`config.mk`:
```
export PLATFORM = sky130hd
export DESIGN_NAME = cscr_top
export DESIGN_NICKNAME = d
export VERILOG_FILES = /design/src/rtl/cscr_pkg.sv /design/src/rtl/cscr_top.sv
export SDC_FILE = /design/constraint.sdc
export NUM_CORES = 1
export LEC_CHECK = 0
export BUFFER_PORTS_ARGS = -buffer_cell sky130_fd_sc_hd__buf_2
export CAP_MARGIN = 15
export CORE_MARGIN = 2
export CORE_UTILIZATION = 42
export DETAILED_ROUTE_END_ITERATION = 8
export PLACE_DENSITY = 0.67
export SYNTH_ARGS = -nofsm -noshare
export SYNTH_HDL_FRONTEND = slang
export SYNTH_SLANG_ARGS = --single-unit
```
`constraint.sdc`:
```
create_clock -name aclk -period 2.1 [get_ports aclk]
set_clock_uncertainty 0.1 [all_clocks]
set_input_delay 0.105 -clock aclk [delete_from_list [all_inputs] [get_ports aclk]]
set_output_delay 0.105 -clock aclk [all_outputs]
set_load 0.02 [all_outputs]
```
`src/rtl/cscr_pkg.sv`:
```
// Constants, codes and carriers for the clock source control block
package cscr_pkg;
   localparam int ADDR_W = 12;
   localparam logic [11:0] OFF_HF_START = 12'h000;
   localparam logic [11:0] OFF_HF_STOP = 12'h004;
   localparam logic [11:0] OFF_LF_START = 12'h008;
   localparam logic [11:0] OFF_LF_STOP = 12'h00c;
   localparam logic [11:0] OFF_CAL = 12'h010;
   localparam logic [11:0] OFF_CT_GO = 12'h014;
   localparam logic [11:0] OFF_CT_HALT = 12'h018;
   localparam logic [11:0] OFF_EV_HF = 12'h100;
   localparam logic [11:0] OFF_EV_LF = 12'h104;
   localparam logic [11:0] OFF_EV_DONE = 12'h10c;
   localparam logic [11:0] OFF_EV_CAL_TIMER_TIMEOUT_EVT = 12'h110;
   localparam logic [11:0] OFF_IEN_SET = 12'h304;
   localparam logic [11:0] OFF_IEN_CLR = 12'h308;
   localparam logic [11:0] OFF_HF_REQ = 12'h408;
   localparam logic [11:0] OFF_HF_STAT = 12'h40c;
   localparam logic [11:0] OFF_LF_REQ = 12'h414;
   localparam logic [11:0] OFF_LF_STAT = 12'h418;
   localparam logic [11:0] OFF_LF_SNAP = 12'h41c;
   localparam logic [11:0] OFF_LF_SEL = 12'h518;
   localparam logic [11:0] OFF_CAL_IVL = 12'h538;
   // Event and enable bit positions
   localparam int EVT_HF = 0;
   localparam int EVT_LF = 1;
   localparam int EVT_DONE = 3;
   localparam int EVT_CAL_TIMER_TIMEOUT_EVT = 4;
   localparam logic [4:0] EVT_MASK = 5'h1b;
   localparam int STATE_BIT = 16;
   localparam int BYPASS_BIT = 16;
   localparam int EXT_BIT = 17;
   localparam int IVL_W = 7;
   localparam logic [6:0] IVL_RST = 7'h00;
   localparam logic [31:0] LF_SEL_RST = 32'h0;
   localparam logic [1:0] RESP_OKAY = 2'h0;
   localparam logic [1:0] RESP_SLVERR = 2'h2;
   // Calibration timer step, 0.25 s
   localparam int CLK_HZ = 50000000;
   localparam int CAL_STEP_MS = 250;
   localparam int CAL_STEP_CYCLES = CLK_HZ / 1000 * CAL_STEP_MS;
   localparam int TICK_W = 24;
   typedef enum logic [1:0] {
      LFSRC_RC = 2'b00,
      LFSRC_XTAL = 2'b01,
      LFSRC_SYNTH = 2'b10
   } cscr_lfsrc_t;
   typedef enum logic {
      CT_IDLE = 1'b0,
      CT_RUN = 1'b1
   } cscr_ct_state_t;
   typedef struct packed {
      logic fast_xtal_en;
      logic slow_en;
      logic [1:0] slow_src;
      logic slow_bypass;
      logic slow_external;
      logic cal_start;
   } cscr_osc_ctrl_t;
   typedef struct packed {
      logic fast_clock_running;
      logic fast_xtal_running;
      logic slow_running;
      logic cal_done;
   } cscr_osc_stat_t;
endpackage

```
`src/rtl/cscr_top.sv`:
```
// Clock source control registers with AXI4-Lite slave and calibration timer
// Contract
// - Writing 1 to fast crystal start task requests the crystal; no state.
// - Writing 1 to fast crystal stop task stops the crystal.
// - Writing 1 to slow start task starts slow clock from selected source.
// - Writing 1 to slow stop task stops the slow clock source.
// - Writing 1 to calibrate task begins RC oscillator calibration.
// - Timer go task starts calibration timer; halt task stops it.
// - Started events set when fast crystal or slow clock starts running.
// - Calibration done event sets when calibration completes.
// - Timeout event sets when calibration timer expires.
// - Event registers read 1 once generated, 0 otherwise; software writable.
// - Enable set: write 1 enables event interrupt, 0 no effect; reads enables.
// - Fast run status reads 1 once fast start task triggered.
// - Fast status source reads 0 internal, 1 crystal.
// - Fast status state reads 1 while fast clock runs.
// - Slow run status reads 1 once slow start task triggered.
// - Slow start latches source selection into read-only snapshot.
// - Slow source codes: 0 RC, 1 crystal, 2 synthesized.
// - Source select holds code, bypass, external bits; resets to RC.
// - External bit only with crystal code; bypass means rail-to-rail.
// - Timer counts down interval in 0.25 s steps, times out, stops.
//
// The AXI4-Lite interface to the registers is this design's own decision.
`timescale 1ns/10ps
module cscr_top
   import cscr_pkg::*;
#(
   parameter int STEP_CYCLES = CAL_STEP_CYCLES
) (
   input wire logic aclk,
   input wire logic aresetn,
   input wire logic [ADDR_W-1:0] s_axi_awaddr,
   input wire logic s_axi_awvalid,
   output logic s_axi_awready,
   input wire logic [31:0] s_axi_wdata,
   input wire logic [3:0] s_axi_wstrb,
   input wire logic s_axi_wvalid,
   output logic s_axi_wready,
   output logic [1:0] s_axi_bresp,
   output logic s_axi_bvalid,
   input wire logic s_axi_bready,
   input wire logic [ADDR_W-1:0] s_axi_araddr,
   input wire logic s_axi_arvalid,
   output logic s_axi_arready,
   output logic [31:0] s_axi_rdata,
   output logic [1:0] s_axi_rresp,
   output logic s_axi_rvalid,
   input wire logic s_axi_rready,
   input wire cscr_osc_stat_t osc_stat,
   output cscr_osc_ctrl_t osc_ctrl,
   output logic irq
);

   if (STEP_CYCLES < 1 || STEP_CYCLES > 16777215) begin : g_chk
      $error("STEP_CYCLES must fit 1 to 2**24-1");
   end

   localparam logic [TICK_W-1:0] STEP_LAST = TICK_W'(STEP_CYCLES - 1);

   function automatic logic hit(input logic [11:0] a, input logic [11:0] off);
      return a[11:2] == off[11:2];
   endfunction

   function automatic logic [31:0] strb_mask(input logic [3:0] s);
      return {{8{s[3]}}, {8{s[2]}}, {8{s[1]}}, {8{s[0]}}};
   endfunction

   function automatic logic mapped(input logic [11:0] a);
      return hit(a, OFF_HF_START) | hit(a, OFF_HF_STOP)
         | hit(a, OFF_LF_START) | hit(a, OFF_LF_STOP)
         | hit(a, OFF_CAL) | hit(a, OFF_CT_GO)
         | hit(a, OFF_CT_HALT) | hit(a, OFF_EV_HF)
         | hit(a, OFF_EV_LF) | hit(a, OFF_EV_DONE)
         | hit(a, OFF_EV_CAL_TIMER_TIMEOUT_EVT) | hit(a, OFF_IEN_SET)
         | hit(a, OFF_IEN_CLR) | hit(a, OFF_HF_REQ)
         | hit(a, OFF_HF_STAT) | hit(a, OFF_LF_REQ)
         | hit(a, OFF_LF_STAT) | hit(a, OFF_LF_SNAP)
         | hit(a, OFF_LF_SEL) | hit(a, OFF_CAL_IVL);
   endfunction

   // Bus slave state
   logic awready_q, wready_q, bvalid_q, arready_q, rvalid_q;
   logic aw_have_q, w_have_q;
   logic [1:0] bresp_q, rresp_q;
   logic [11:0] awaddr_q;
   logic [31:0] wdata_q, rdata_q;
   logic [3:0] wstrb_q;

   // Block state
   logic [4:0] evt_q, evt_d, ien_q, ien_d;
   logic [31:0] lf_sel_q, lf_sel_d;
   logic [IVL_W-1:0] ivl_q, ivl_d;
   logic [1:0] snap_q;
   cscr_osc_ctrl_t ctrl_q, ctrl_d;
   logic hf_prev_q, lf_prev_q, irq_q;
   cscr_ct_state_t ct_state_q, ct_state_d;
   logic [IVL_W-1:0] ct_left_q, ct_left_d;
   logic [TICK_W-1:0] ct_tick_q, ct_tick_d;

   wire aw_hs = s_axi_awvalid & awready_q;
   wire w_hs = s_axi_wvalid & wready_q;
   wire ar_hs = s_axi_arvalid & arready_q;
   wire wr_go = aw_have_q & w_have_q;
   wire [31:0] wmask = strb_mask(wstrb_q);
   wire [31:0] wd = wdata_q & wmask;
   wire [11:0] wa = awaddr_q;
   wire [11:0] ra = s_axi_araddr;
   wire b0 = wr_go & wd[0];

   // Task triggers, one cycle each
   wire t_hfs = b0 & hit(wa, OFF_HF_START);
   wire t_hfp = b0 & hit(wa, OFF_HF_STOP);
   wire t_lfs = b0 & hit(wa, OFF_LF_START);
   wire t_lfp = b0 & hit(wa, OFF_LF_STOP);
   wire t_cal = b0 & hit(wa, OFF_CAL);
   wire t_ctg = b0 & hit(wa, OFF_CT_GO);
   wire t_cth = b0 & hit(wa, OFF_CT_HALT);

   // Hardware event sources
   wire hf_rise = osc_stat.fast_xtal_running & ~hf_prev_q;
   wire lf_rise = osc_stat.slow_running & ~lf_prev_q;
   wire ct_run = ct_state_q == CT_RUN;
   wire step_end = ct_tick_q == STEP_LAST;
   // A go in the expiry cycle reloads instead of timing out, so the timer keeps running
   wire ct_to = ct_run & ~t_cth & ~t_ctg & step_end & (ct_left_q <= IVL_W'(1));

   // Events from run level rises, done pulse and expiry
   wire [4:0] ev_set = {ct_to, osc_stat.cal_done, 1'b0, lf_rise, hf_rise};
   wire ev_wen = wr_go & wstrb_q[0];
   wire [4:0] ev_wr = {5{ev_wen}} & {hit(wa, OFF_EV_CAL_TIMER_TIMEOUT_EVT),
      hit(wa, OFF_EV_DONE), 1'b0, hit(wa, OFF_EV_LF), hit(wa, OFF_EV_HF)};

   // Hardware set wins over a software write of 0
   assign evt_d = EVT_MASK & (ev_set | (ev_wr & {5{wd[0]}})
      | (~ev_wr & evt_q));

   wire ien_s = wr_go & hit(wa, OFF_IEN_SET);
   wire ien_c = wr_go & hit(wa, OFF_IEN_CLR);
   // Set and clear only touch bits written as 1
   assign ien_d = EVT_MASK & ((ien_q | ({5{ien_s}} & wd[4:0]))
      & ~({5{ien_c}} & wd[4:0]));

   wire sel_w = wr_go & hit(wa, OFF_LF_SEL);
   wire [31:0] sel_m = (lf_sel_q & ~wmask) | wd;
   wire [31:0] sel_keep = 32'h00030003;
   assign lf_sel_d = sel_w ? (sel_m & sel_keep) : lf_sel_q;

   wire ivl_w = wr_go & hit(wa, OFF_CAL_IVL) & wstrb_q[0];
   assign ivl_d = ivl_w ? wd[IVL_W-1:0] : ivl_q;

   // External source reaches the oscillator only with crystal code
   wire ext_ok = lf_sel_q[1:0] == LFSRC_XTAL;

   always_comb begin
      ctrl_d = ctrl_q;
      ctrl_d.cal_start = t_cal;
      // Crystal request follows start and stop tasks
      if (t_hfs) begin
         ctrl_d.fast_xtal_en = 1'b1;
      end else if (t_hfp) begin
         ctrl_d.fast_xtal_en = 1'b0;
      end
      if (t_lfs) begin
         ctrl_d.slow_en = 1'b1;
         ctrl_d.slow_src = lf_sel_q[1:0];
         ctrl_d.slow_bypass = lf_sel_q[BYPASS_BIT];
         ctrl_d.slow_external = lf_sel_q[EXT_BIT] & ext_ok;
      end else if (t_lfp) begin
         // Stop drops the slow clock request
         ctrl_d.slow_en = 1'b0;
      end
   end

   always_comb begin
      ct_state_d = ct_state_q;
      ct_left_d = ct_left_q;
      ct_tick_d = '0;
      case (ct_state_q)
         CT_IDLE: begin
            if (t_ctg) begin
               ct_state_d = CT_RUN;
               ct_left_d = ivl_q;
            end
         end
         CT_RUN: begin
            if (t_ctg) begin
               ct_left_d = ivl_q;
            end else if (t_cth || ct_to) begin
               ct_state_d = CT_IDLE;
               ct_left_d = '0;
            end else if (step_end) begin
               ct_left_d = ct_left_q - IVL_W'(1);
            end else begin
               ct_tick_d = ct_tick_q + TICK_W'(1);
            end
         end
         default: begin
            ct_state_d = CT_IDLE;
         end
      endcase
   end

   // Fast status from the oscillator levels
   wire [31:0] hf_stat = {15'h0, osc_stat.fast_clock_running,
      15'h0, osc_stat.fast_xtal_running};
   // Slow status carries the latched source code
   wire [31:0] lf_stat = {15'h0, osc_stat.slow_running,
      14'h0, ctrl_q.slow_src};
   wire [31:0] ien_rd = {27'h0, ien_q};

   // Run status reads the task request flops
   wire [31:0] rd_word =
      hit(ra, OFF_EV_HF) ? {31'h0, evt_q[EVT_HF]} :
      hit(ra, OFF_EV_LF) ? {31'h0, evt_q[EVT_LF]} :
      hit(ra, OFF_EV_DONE) ? {31'h0, evt_q[EVT_DONE]} :
      hit(ra, OFF_EV_CAL_TIMER_TIMEOUT_EVT) ? {31'h0, evt_q[EVT_CAL_TIMER_TIMEOUT_EVT]} :
      hit(ra, OFF_IEN_SET) ? ien_rd :
      hit(ra, OFF_IEN_CLR) ? ien_rd :
      hit(ra, OFF_HF_REQ) ? {31'h0, ctrl_q.fast_xtal_en} :
      hit(ra, OFF_HF_STAT) ? hf_stat :
      hit(ra, OFF_LF_REQ) ? {31'h0, ctrl_q.slow_en} :
      hit(ra, OFF_LF_STAT) ? lf_stat :
      hit(ra, OFF_LF_SNAP) ? {30'h0, snap_q} :
      hit(ra, OFF_LF_SEL) ? lf_sel_q :
      hit(ra, OFF_CAL_IVL) ? {25'h0, ivl_q} : 32'h0;

   // Write channel: address and data taken in either order
   always_ff @(posedge aclk) begin
      if (!aresetn) begin
         awready_q <= 1'b1;
         wready_q <= 1'b1;
         aw_have_q <= 1'b0;
         w_have_q <= 1'b0;
         bvalid_q <= 1'b0;
         bresp_q <= RESP_OKAY;
         awaddr_q <= 12'h000;
         wdata_q <= 32'h0;
         wstrb_q <= 4'h0;
      end else begin
         if (aw_hs) begin
            awaddr_q <= s_axi_awaddr;
            aw_have_q <= 1'b1;
            awready_q <= 1'b0;
         end
         if (w_hs) begin
            wdata_q <= s_axi_wdata;
            wstrb_q <= s_axi_wstrb;
            w_have_q <= 1'b1;
            wready_q <= 1'b0;
         end
         if (wr_go) begin
            aw_have_q <= 1'b0;
            w_have_q <= 1'b0;
            bvalid_q <= 1'b1;
            bresp_q <= mapped(wa) ? RESP_OKAY : RESP_SLVERR;
         end
         if (bvalid_q && s_axi_bready) begin
            bvalid_q <= 1'b0;
            awready_q <= 1'b1;
            wready_q <= 1'b1;
         end
      end
   end

   // Read channel: data sampled on the address edge
   always_ff @(posedge aclk) begin
      if (!aresetn) begin
         arready_q <= 1'b1;
         rvalid_q <= 1'b0;
         rdata_q <= 32'h0;
         rresp_q <= RESP_OKAY;
      end else begin
         if (ar_hs) begin
            rdata_q <= rd_word;
            rresp_q <= mapped(ra) ? RESP_OKAY : RESP_SLVERR;
            rvalid_q <= 1'b1;
            arready_q <= 1'b0;
         end
         if (rvalid_q && s_axi_rready) begin
            rvalid_q <= 1'b0;
            arready_q <= 1'b1;
         end
      end
   end

   // Registers of the block itself
   always_ff @(posedge aclk) begin
      if (!aresetn) begin
         evt_q <= 5'h00;
         ien_q <= 5'h00;
         lf_sel_q <= LF_SEL_RST;
         ivl_q <= IVL_RST;
         snap_q <= LFSRC_RC;
         ctrl_q <= '0;
         hf_prev_q <= 1'b0;
         lf_prev_q <= 1'b0;
         irq_q <= 1'b0;
         ct_state_q <= CT_IDLE;
         ct_left_q <= '0;
         ct_tick_q <= '0;
      end else begin
         evt_q <= evt_d;
         ien_q <= ien_d;
         lf_sel_q <= lf_sel_d;
         ivl_q <= ivl_d;
         snap_q <= t_lfs ? lf_sel_q[1:0] : snap_q;
         ctrl_q <= ctrl_d;
         hf_prev_q <= osc_stat.fast_xtal_running;
         lf_prev_q <= osc_stat.slow_running;
         // Interrupt from enabled flags, one cycle behind them
         irq_q <= |(evt_q & ien_q);
         ct_state_q <= ct_state_d;
         ct_left_q <= ct_left_d;
         ct_tick_q <= ct_tick_d;
      end
   end

   assign s_axi_awready = awready_q;
   assign s_axi_wready = wready_q;
   assign s_axi_bvalid = bvalid_q;
   assign s_axi_bresp = bresp_q;
   assign s_axi_arready = arready_q;
   assign s_axi_rvalid = rvalid_q;
   assign s_axi_rdata = rdata_q;
   assign s_axi_rresp = rresp_q;
   assign osc_ctrl = ctrl_q;
   assign irq = irq_q;
endmodule

```
After elaboration in Yosys (flattened, before gate mapping)

Cells that the tools add are included.

Flip-flop bits (word level): 139
Input bits: 71
Word-level logic and storage cells: 202

$add $sub $neg: 2
$lt $le $gt $ge: 1
Eq/ne operators: 42
Muxes and demuxes: 28
Bitwise gates (word level): 85
Reduce and logical (&&, ||, !) cells: 13

Operators by type and width:

| kind                                                | count |
|---|---|
| 2-to-1 mux 18 bit                                   | 12 |
| == test 10 x 9 -> 1 bit, second input constant      | 14 |
| == test 10 x 7 -> 1 bit, second input constant      | 8 |
| == test 10 x 3 -> 1 bit, second input constant      | 6 |
| == test 10 x 2 -> 1 bit, second input constant      | 4 |
| == test 10 x 8 -> 1 bit, second input constant      | 4 |
| bitwise OR 1 bit                                    | 38 |
| bitwise AND 18 bit                                  | 2 |
| bitwise AND 5 bit                                   | 7 |
| 2-to-1 mux 7 bit                                    | 5 |
| bitwise AND 1 bit                                   | 25 |
| adder 24 x 1 -> 24 bit, second input constant       | 1 |
| == test 24 bit, second input constant               | 1 |
| == test 10 x 1 -> 1 bit, second input constant      | 2 |
| zero test 10 bit                                    | 2 |
| inverter 18 bit                                     | 1 |
| bitwise OR 18 bit                                   | 1 |
| bitwise OR 5 bit                                    | 3 |
| case mux 7 bit (2 select lines)                     | 1 |
| inverter 5 bit                                      | 2 |
| OR reduction 5 bit                                  | 2 |
| <= comparator 7 x 1 -> 1 bit, second input constant | 1 |
| 2-to-1 mux 1 bit                                    | 7 |
| subtractor 7 x 1 -> 7 bit, second input constant    | 1 |
| 11 further kinds                                    | 21 |

Logic depth before layout (Yosys ltp)

Word-level depth: 21
Depth in mapped cells: 7
Gate-level depth less buffers: 6

Worst setup path after synthesis

Ideal clock, no wire load.

Path type: flip-flop to flip-flop
Start: reg awaddr_q[9]
End: reg ct_left_q[4]
Library setup time: 0.117 ns
Arrival time: 2.001 ns
Required time: 1.883 ns
Slack: -0.119 ns
Cell stages (with the launch flop): 8
Period minus slack after synthesis: 2.219 ns
Cell sequence: dfxtp_1 buf_6 or4_4 buf_6 or4_4 nand3_2 o31ai_1 a32o_1

Longest elaborated chain between the ends: 11
Elaborated cells on any way between the ends: 17
Those cells by class: eq/ne (4); mux (3); bitwise (8); reduce/logical (2)

Ends and longest elaborated chain:

| element                         | line            | RTL |
|---|---|---|
| start, declared                 | cscr_top.sv:86  | `logic [11:0] awaddr_q;` |
| start signal, assigned          | cscr_top.sv:242 | `awaddr_q <= s_axi_awaddr;` |
| == test 10 x 3 -> 1 bit         | cscr_top.sv:62  | `return a[11:2] == off[11:2];` |
| bitwise AND 1 bit               | cscr_top.sv:118 | `wire t_cth = b0 & hit(wa, OFF_CT_HALT);` |
| inverter 1 bit                  | cscr_top.sv:126 | `wire ct_to = ct_run & ~t_cth & ~t_ctg & step_end & (ct_left_q <= IVL_W'(1));` |
| bitwise AND 1 bit (4 in series) | cscr_top.sv:126 |  |
| logical OR 1 bit                | cscr_top.sv:189 | `end else if (t_cth \|\| ct_to) begin` |
| 2-to-1 mux 7 bit                | cscr_top.sv:189 |  |
| 2-to-1 mux 7 bit                | cscr_top.sv:187 | `if (t_ctg) begin` |
| case mux 7 bit (2 select lines) | cscr_top.sv:179 | `case (ct_state_q)` |
| end signal, assigned            | cscr_top.sv:314 | `ct_left_q <= ct_left_d;` |
| end, declared                   | cscr_top.sv:98  | `logic [IVL_W-1:0] ct_left_q, ct_left_d;` |

Parallel ways exist; a longest one is shown, timed or not.
A chain may end at the register's enable or synchronous reset.

Worst setup path after layout

Start: reg awaddr_q[6]
End: reg ct_left_q[6]

The elaborated chain is that of the path after synthesis.

==> metrics.md <==
| Metric | Value |
|---|---|
| Final std cells w/o fill | `893` |
| RSZ-0062 raised after global routing | `true` |
| Final Util | `53.6%` |
| Hold endpoint | `s_axi_rdata[16]` |
| CP peak stage delay | `0.58 ns` |
| Leak Pwr | `2.51 nW` |
| Post-DR wirelength/cell | `14.4 um` |
| Hold Crit Start | `aresetn` |
| Startpoint Class | `flip-flop` |
| CP bufs+invs | `0` |
| Row count | `40` |
| CP Max Fanout | `5` |
| Most area-consuming cells after synthesis | `dfxtp_1 (39%), nand2_1 (6.4%), a21oi_1 (4.3%)` |
| CTS clk-pin slew, worst paths | `0.07 ns` |
| First-pass GRT wire length | `21.4 mm` |
| Via density | `5.40` |
| Synth unique cells | `68` |
| Clk sinks | `100` |
| Fin crit share | `98.6%` |
| Largest net degree at the start of global routing | `52` |
| Worst skew pair latency | `0.34 ns` |
| DR iter-0 viols | `402` |
| Routed WL | `12.8 mm` |
| CTS tree | `done` |
| Fmax | `0.483 GHz` |
| Synthesized area | `5140 um2` |
| Sequential share of the synthesized area | `38.9%` |
| HPWL Detailed | `9.19 mm` |
| DIE WIDTH | `115 um` |
| Yosys reg bits | `100` |
| Synth top area share | `38.9%` |
| Die Span Y | `115 um` |
| Antenna violations before repair | `0` |
| Sum Neg Setup Slack | `0 ns` |
| First-pass detailed-route iteration total | `4` |
| Primary FF master, synth | `dfxtp_1` |
| Yosys warns | `0` |
| H-tree Lvls | `3` |
| Status | `finished clean` |
| Clock share of power | `38.9%` |
| Root Buffer Master | `clkbuf_16` |
| Reg2Reg Depth | `5` |
| IO Count | `120` |
| Die area | `13100 um2` |
| Cell total after placement | `842` |
| Worst reg-to-reg setup slack | `0.03 ns` |
| Hold path depth | `3` |
| Layout net count | `815` |
| Crit-path cells | `or4_4 > or4_4 > o2111ai_2 > o21ai_1 > a31o_2` |
| Post-synth top cells | `dfxtp_1 (100), nand2_1 (88), nor2_1 (54)` |
| Most used cell, CP | `or4_4` |
| # port buffers | `65` |
| Overflow after GRT | `0` |
| Worst slew pin tran | `0.482 ns` |
| Setup-failing EPs final | `0` |
| Sequential power share | `49.3%` |
| Tot Pwr | `4.01 mW` |
| P&R area growth vs syn | `24.8%` |
| Terminus of the critical flop-to-flop path | `ct_left_q[6]` |
| # DRC | `0` |
| Async SR Flop Fraction | `0%` |
| Critical Path Sink Type | `flip-flop` |
| Antenna violation net count after detailed routing | `0` |
| Cell count after synthesis | `624` |
| Reg2Reg Launch Point | `awaddr_q[6]` |
| Vias in the first global route | `4516` |
| Share of layout cells above drive strength 1 | `20.0%` |
| Fin Hold WS | `0.0245 ns` |
| Combinational share of power | `11.8%` |
| GRT Overall Usage | `20.0%` |
| Ant. Diodes | `0` |
| Max Cap Viol | `0` |
| Total CTS buffers | `9` |
| Most frequent cell after synthesis | `dfxtp_1` |
| Core area | `12000 um2` |
| Sw frac | `26.0%` |
| Placer Congestion | `0.852` |
| Rel. slew slack | `67.1%` |
| Worst EP arrival | `2.20 ns` |
| Slowest library cell on the worst path | `or4_4` |
| Initial Util | `43.0%` |
| Mean post-synth cell area | `8.24 um2` |
| Switching power | `1.04 mW` |
| Top Family by Delay on Critical Path | `simple AND/OR/NAND/NOR gates` |
| EDFF count, synth | `0` |
| Hold Fails Final Rpt | `0` |
| DR vias | `4819` |
| Pwr dens | `625 nW/um2` |
| Critical Path RT | `2.23 ns` |
| Final Slew Violations | `0` |
| Longest Clk Path Bufs | `2` |
| Int Power | `2.97 mW` |
| Worst setup path category | `reg2reg` |
| Min Clock Period, post-route | `2.07 ns` |
| Hold Crit Class | `in2reg` |
| Maximum vdd ir drop | `0.404 mV` |
| Cell taking the most area after synthesis | `dfxtp_1` |
## metal layers
layer | GRT usage, % | up-vias | share of wire (%)
li1 | - | 2409 | -
met1 | 25.8 | 2276 | 45
met2 | 34.5 | 123 | 50
met3 | 3.49 | 11 | 4.0
met4 | 5.37 | 0 | 1.1
met5 | 0 | - | 0
## worst min-delay path: cells and delay by family
kind,cells,cell delay [ns]
AO/OA/AOI/OAI,1,0.06
AND/OR/NAND/NOR,1,0.07
buffers and inverters,1,0.18
## timing repair
action	CTS	global route
hold buffers	31	0
setup endpoints to repair	1	42
resized for setup	0	13
pin swaps	1	1
buffers inserted	0	4
endpoints found under the hold margin	31	0
## power by group through the flow
stage          clock (mW)  sequential [mW]  combinational, mW
2_1_floorplan           0             2.02              0.295
3_3_place_gp            0             2.02              0.397
3_5_place_dp            0             2.02              0.406
4_1_cts              1.61             1.97              0.453
5_1_grt              1.69             1.98              0.517
6_report             1.56             1.98              0.474
## registers in the layout (all words and copies together), names as in the netlist, 7 cells and up, named ones only
| signal | flops |
|---|---|
| s_axi_rdata | 9 |
| wdata_q | 9 |
| ivl_q | 7 |
| osc_ctrl | 7 |
| awaddr_q | 10 |
| ct_tick_q | 24 |
| ct_left_q | 7 |
## per-stage QoR
stage / setup slack [ns] / area [um2]
2_1_floorplan: 0.00804 / 5250
3_3_place_gp: 0.0551 / 5740
3_5_place_dp: 0.0336 / 5740
4_1_cts: 0.00192 / 6320
5_1_grt: -0.0209 / 6420
6_report: 0.0286 / 6420
## layout by cell type (no fill, tap or decap), drive strengths merged, types with 6 or more instances in the layout
| master | instances |
|---|---|
| buf | 109 |
| dfxtp | 100 |
| nand2 | 88 |
| nor2 | 54 |
| a21oi | 44 |
| dlygate4sd3 | 31 |
| nand3 | 28 |
| conb | 25 |
| inv | 22 |
| o21ai | 20 |
| mux2i | 17 |
| xnor2 | 15 |
| nor3 | 15 |
| nand4 | 13 |
| clkbuf | 11 |
| and4 | 9 |
| nor3b | 8 |
| or3 | 8 |
| xor2 | 8 |
| nand2b | 8 |
| and2 | 8 |
| and3 | 7 |
| nor2b | 7 |
| nor4b | 7 |
| nor4 | 7 |
| mux2 | 6 |
| a211oi | 6 |
## cell type report
type / instances / area (um2)
Fill cell: 1112 / 5550
Multi-Input combinational cell: 471 / 2890
Sequential cell: 100 / 2000
Timing Repair Buffer: 140 / 995
Clock buffer: 11 / 233
Tap cell: 147 / 184
Inverter: 19 / 71.3
Clock inverter: 5 / 43.8
## worst max-delay path by stage
stage / start / to / slack [ns] / depth (start not counted)
after floorplan: awaddr_q[10] / ct_left_q[4] / 0.008 / 7
after global placement: awaddr_q[6] / ct_left_q[2] / 0.06 / 7
after detailed placement: awaddr_q[6] / ct_left_q[2] / 0.03 / 7
after CTS: awaddr_q[11] / ct_left_q[2] / 0.002 / 7
final: awaddr_q[6] / ct_left_q[6] / 0.03 / 5
after global routing: awaddr_q[6] / ct_left_q[4] / -0.02 / 5
## cells by family after synthesis
group                    Yosys count  synth area share, %
AND/OR/NAND/NOR                  281                 29.0
other                              1               0.0729
AO/OA/AOI/OAI                    116                 14.8
flip-flops                       100                 38.9
XOR/XNOR                          23                 3.92
adder cells (fa/ha/maj)            3                0.730
buffers and inverters             77                 7.93
multiplexers                      23                 4.62
No activity file was read; power rests on OpenSTA's default activity.
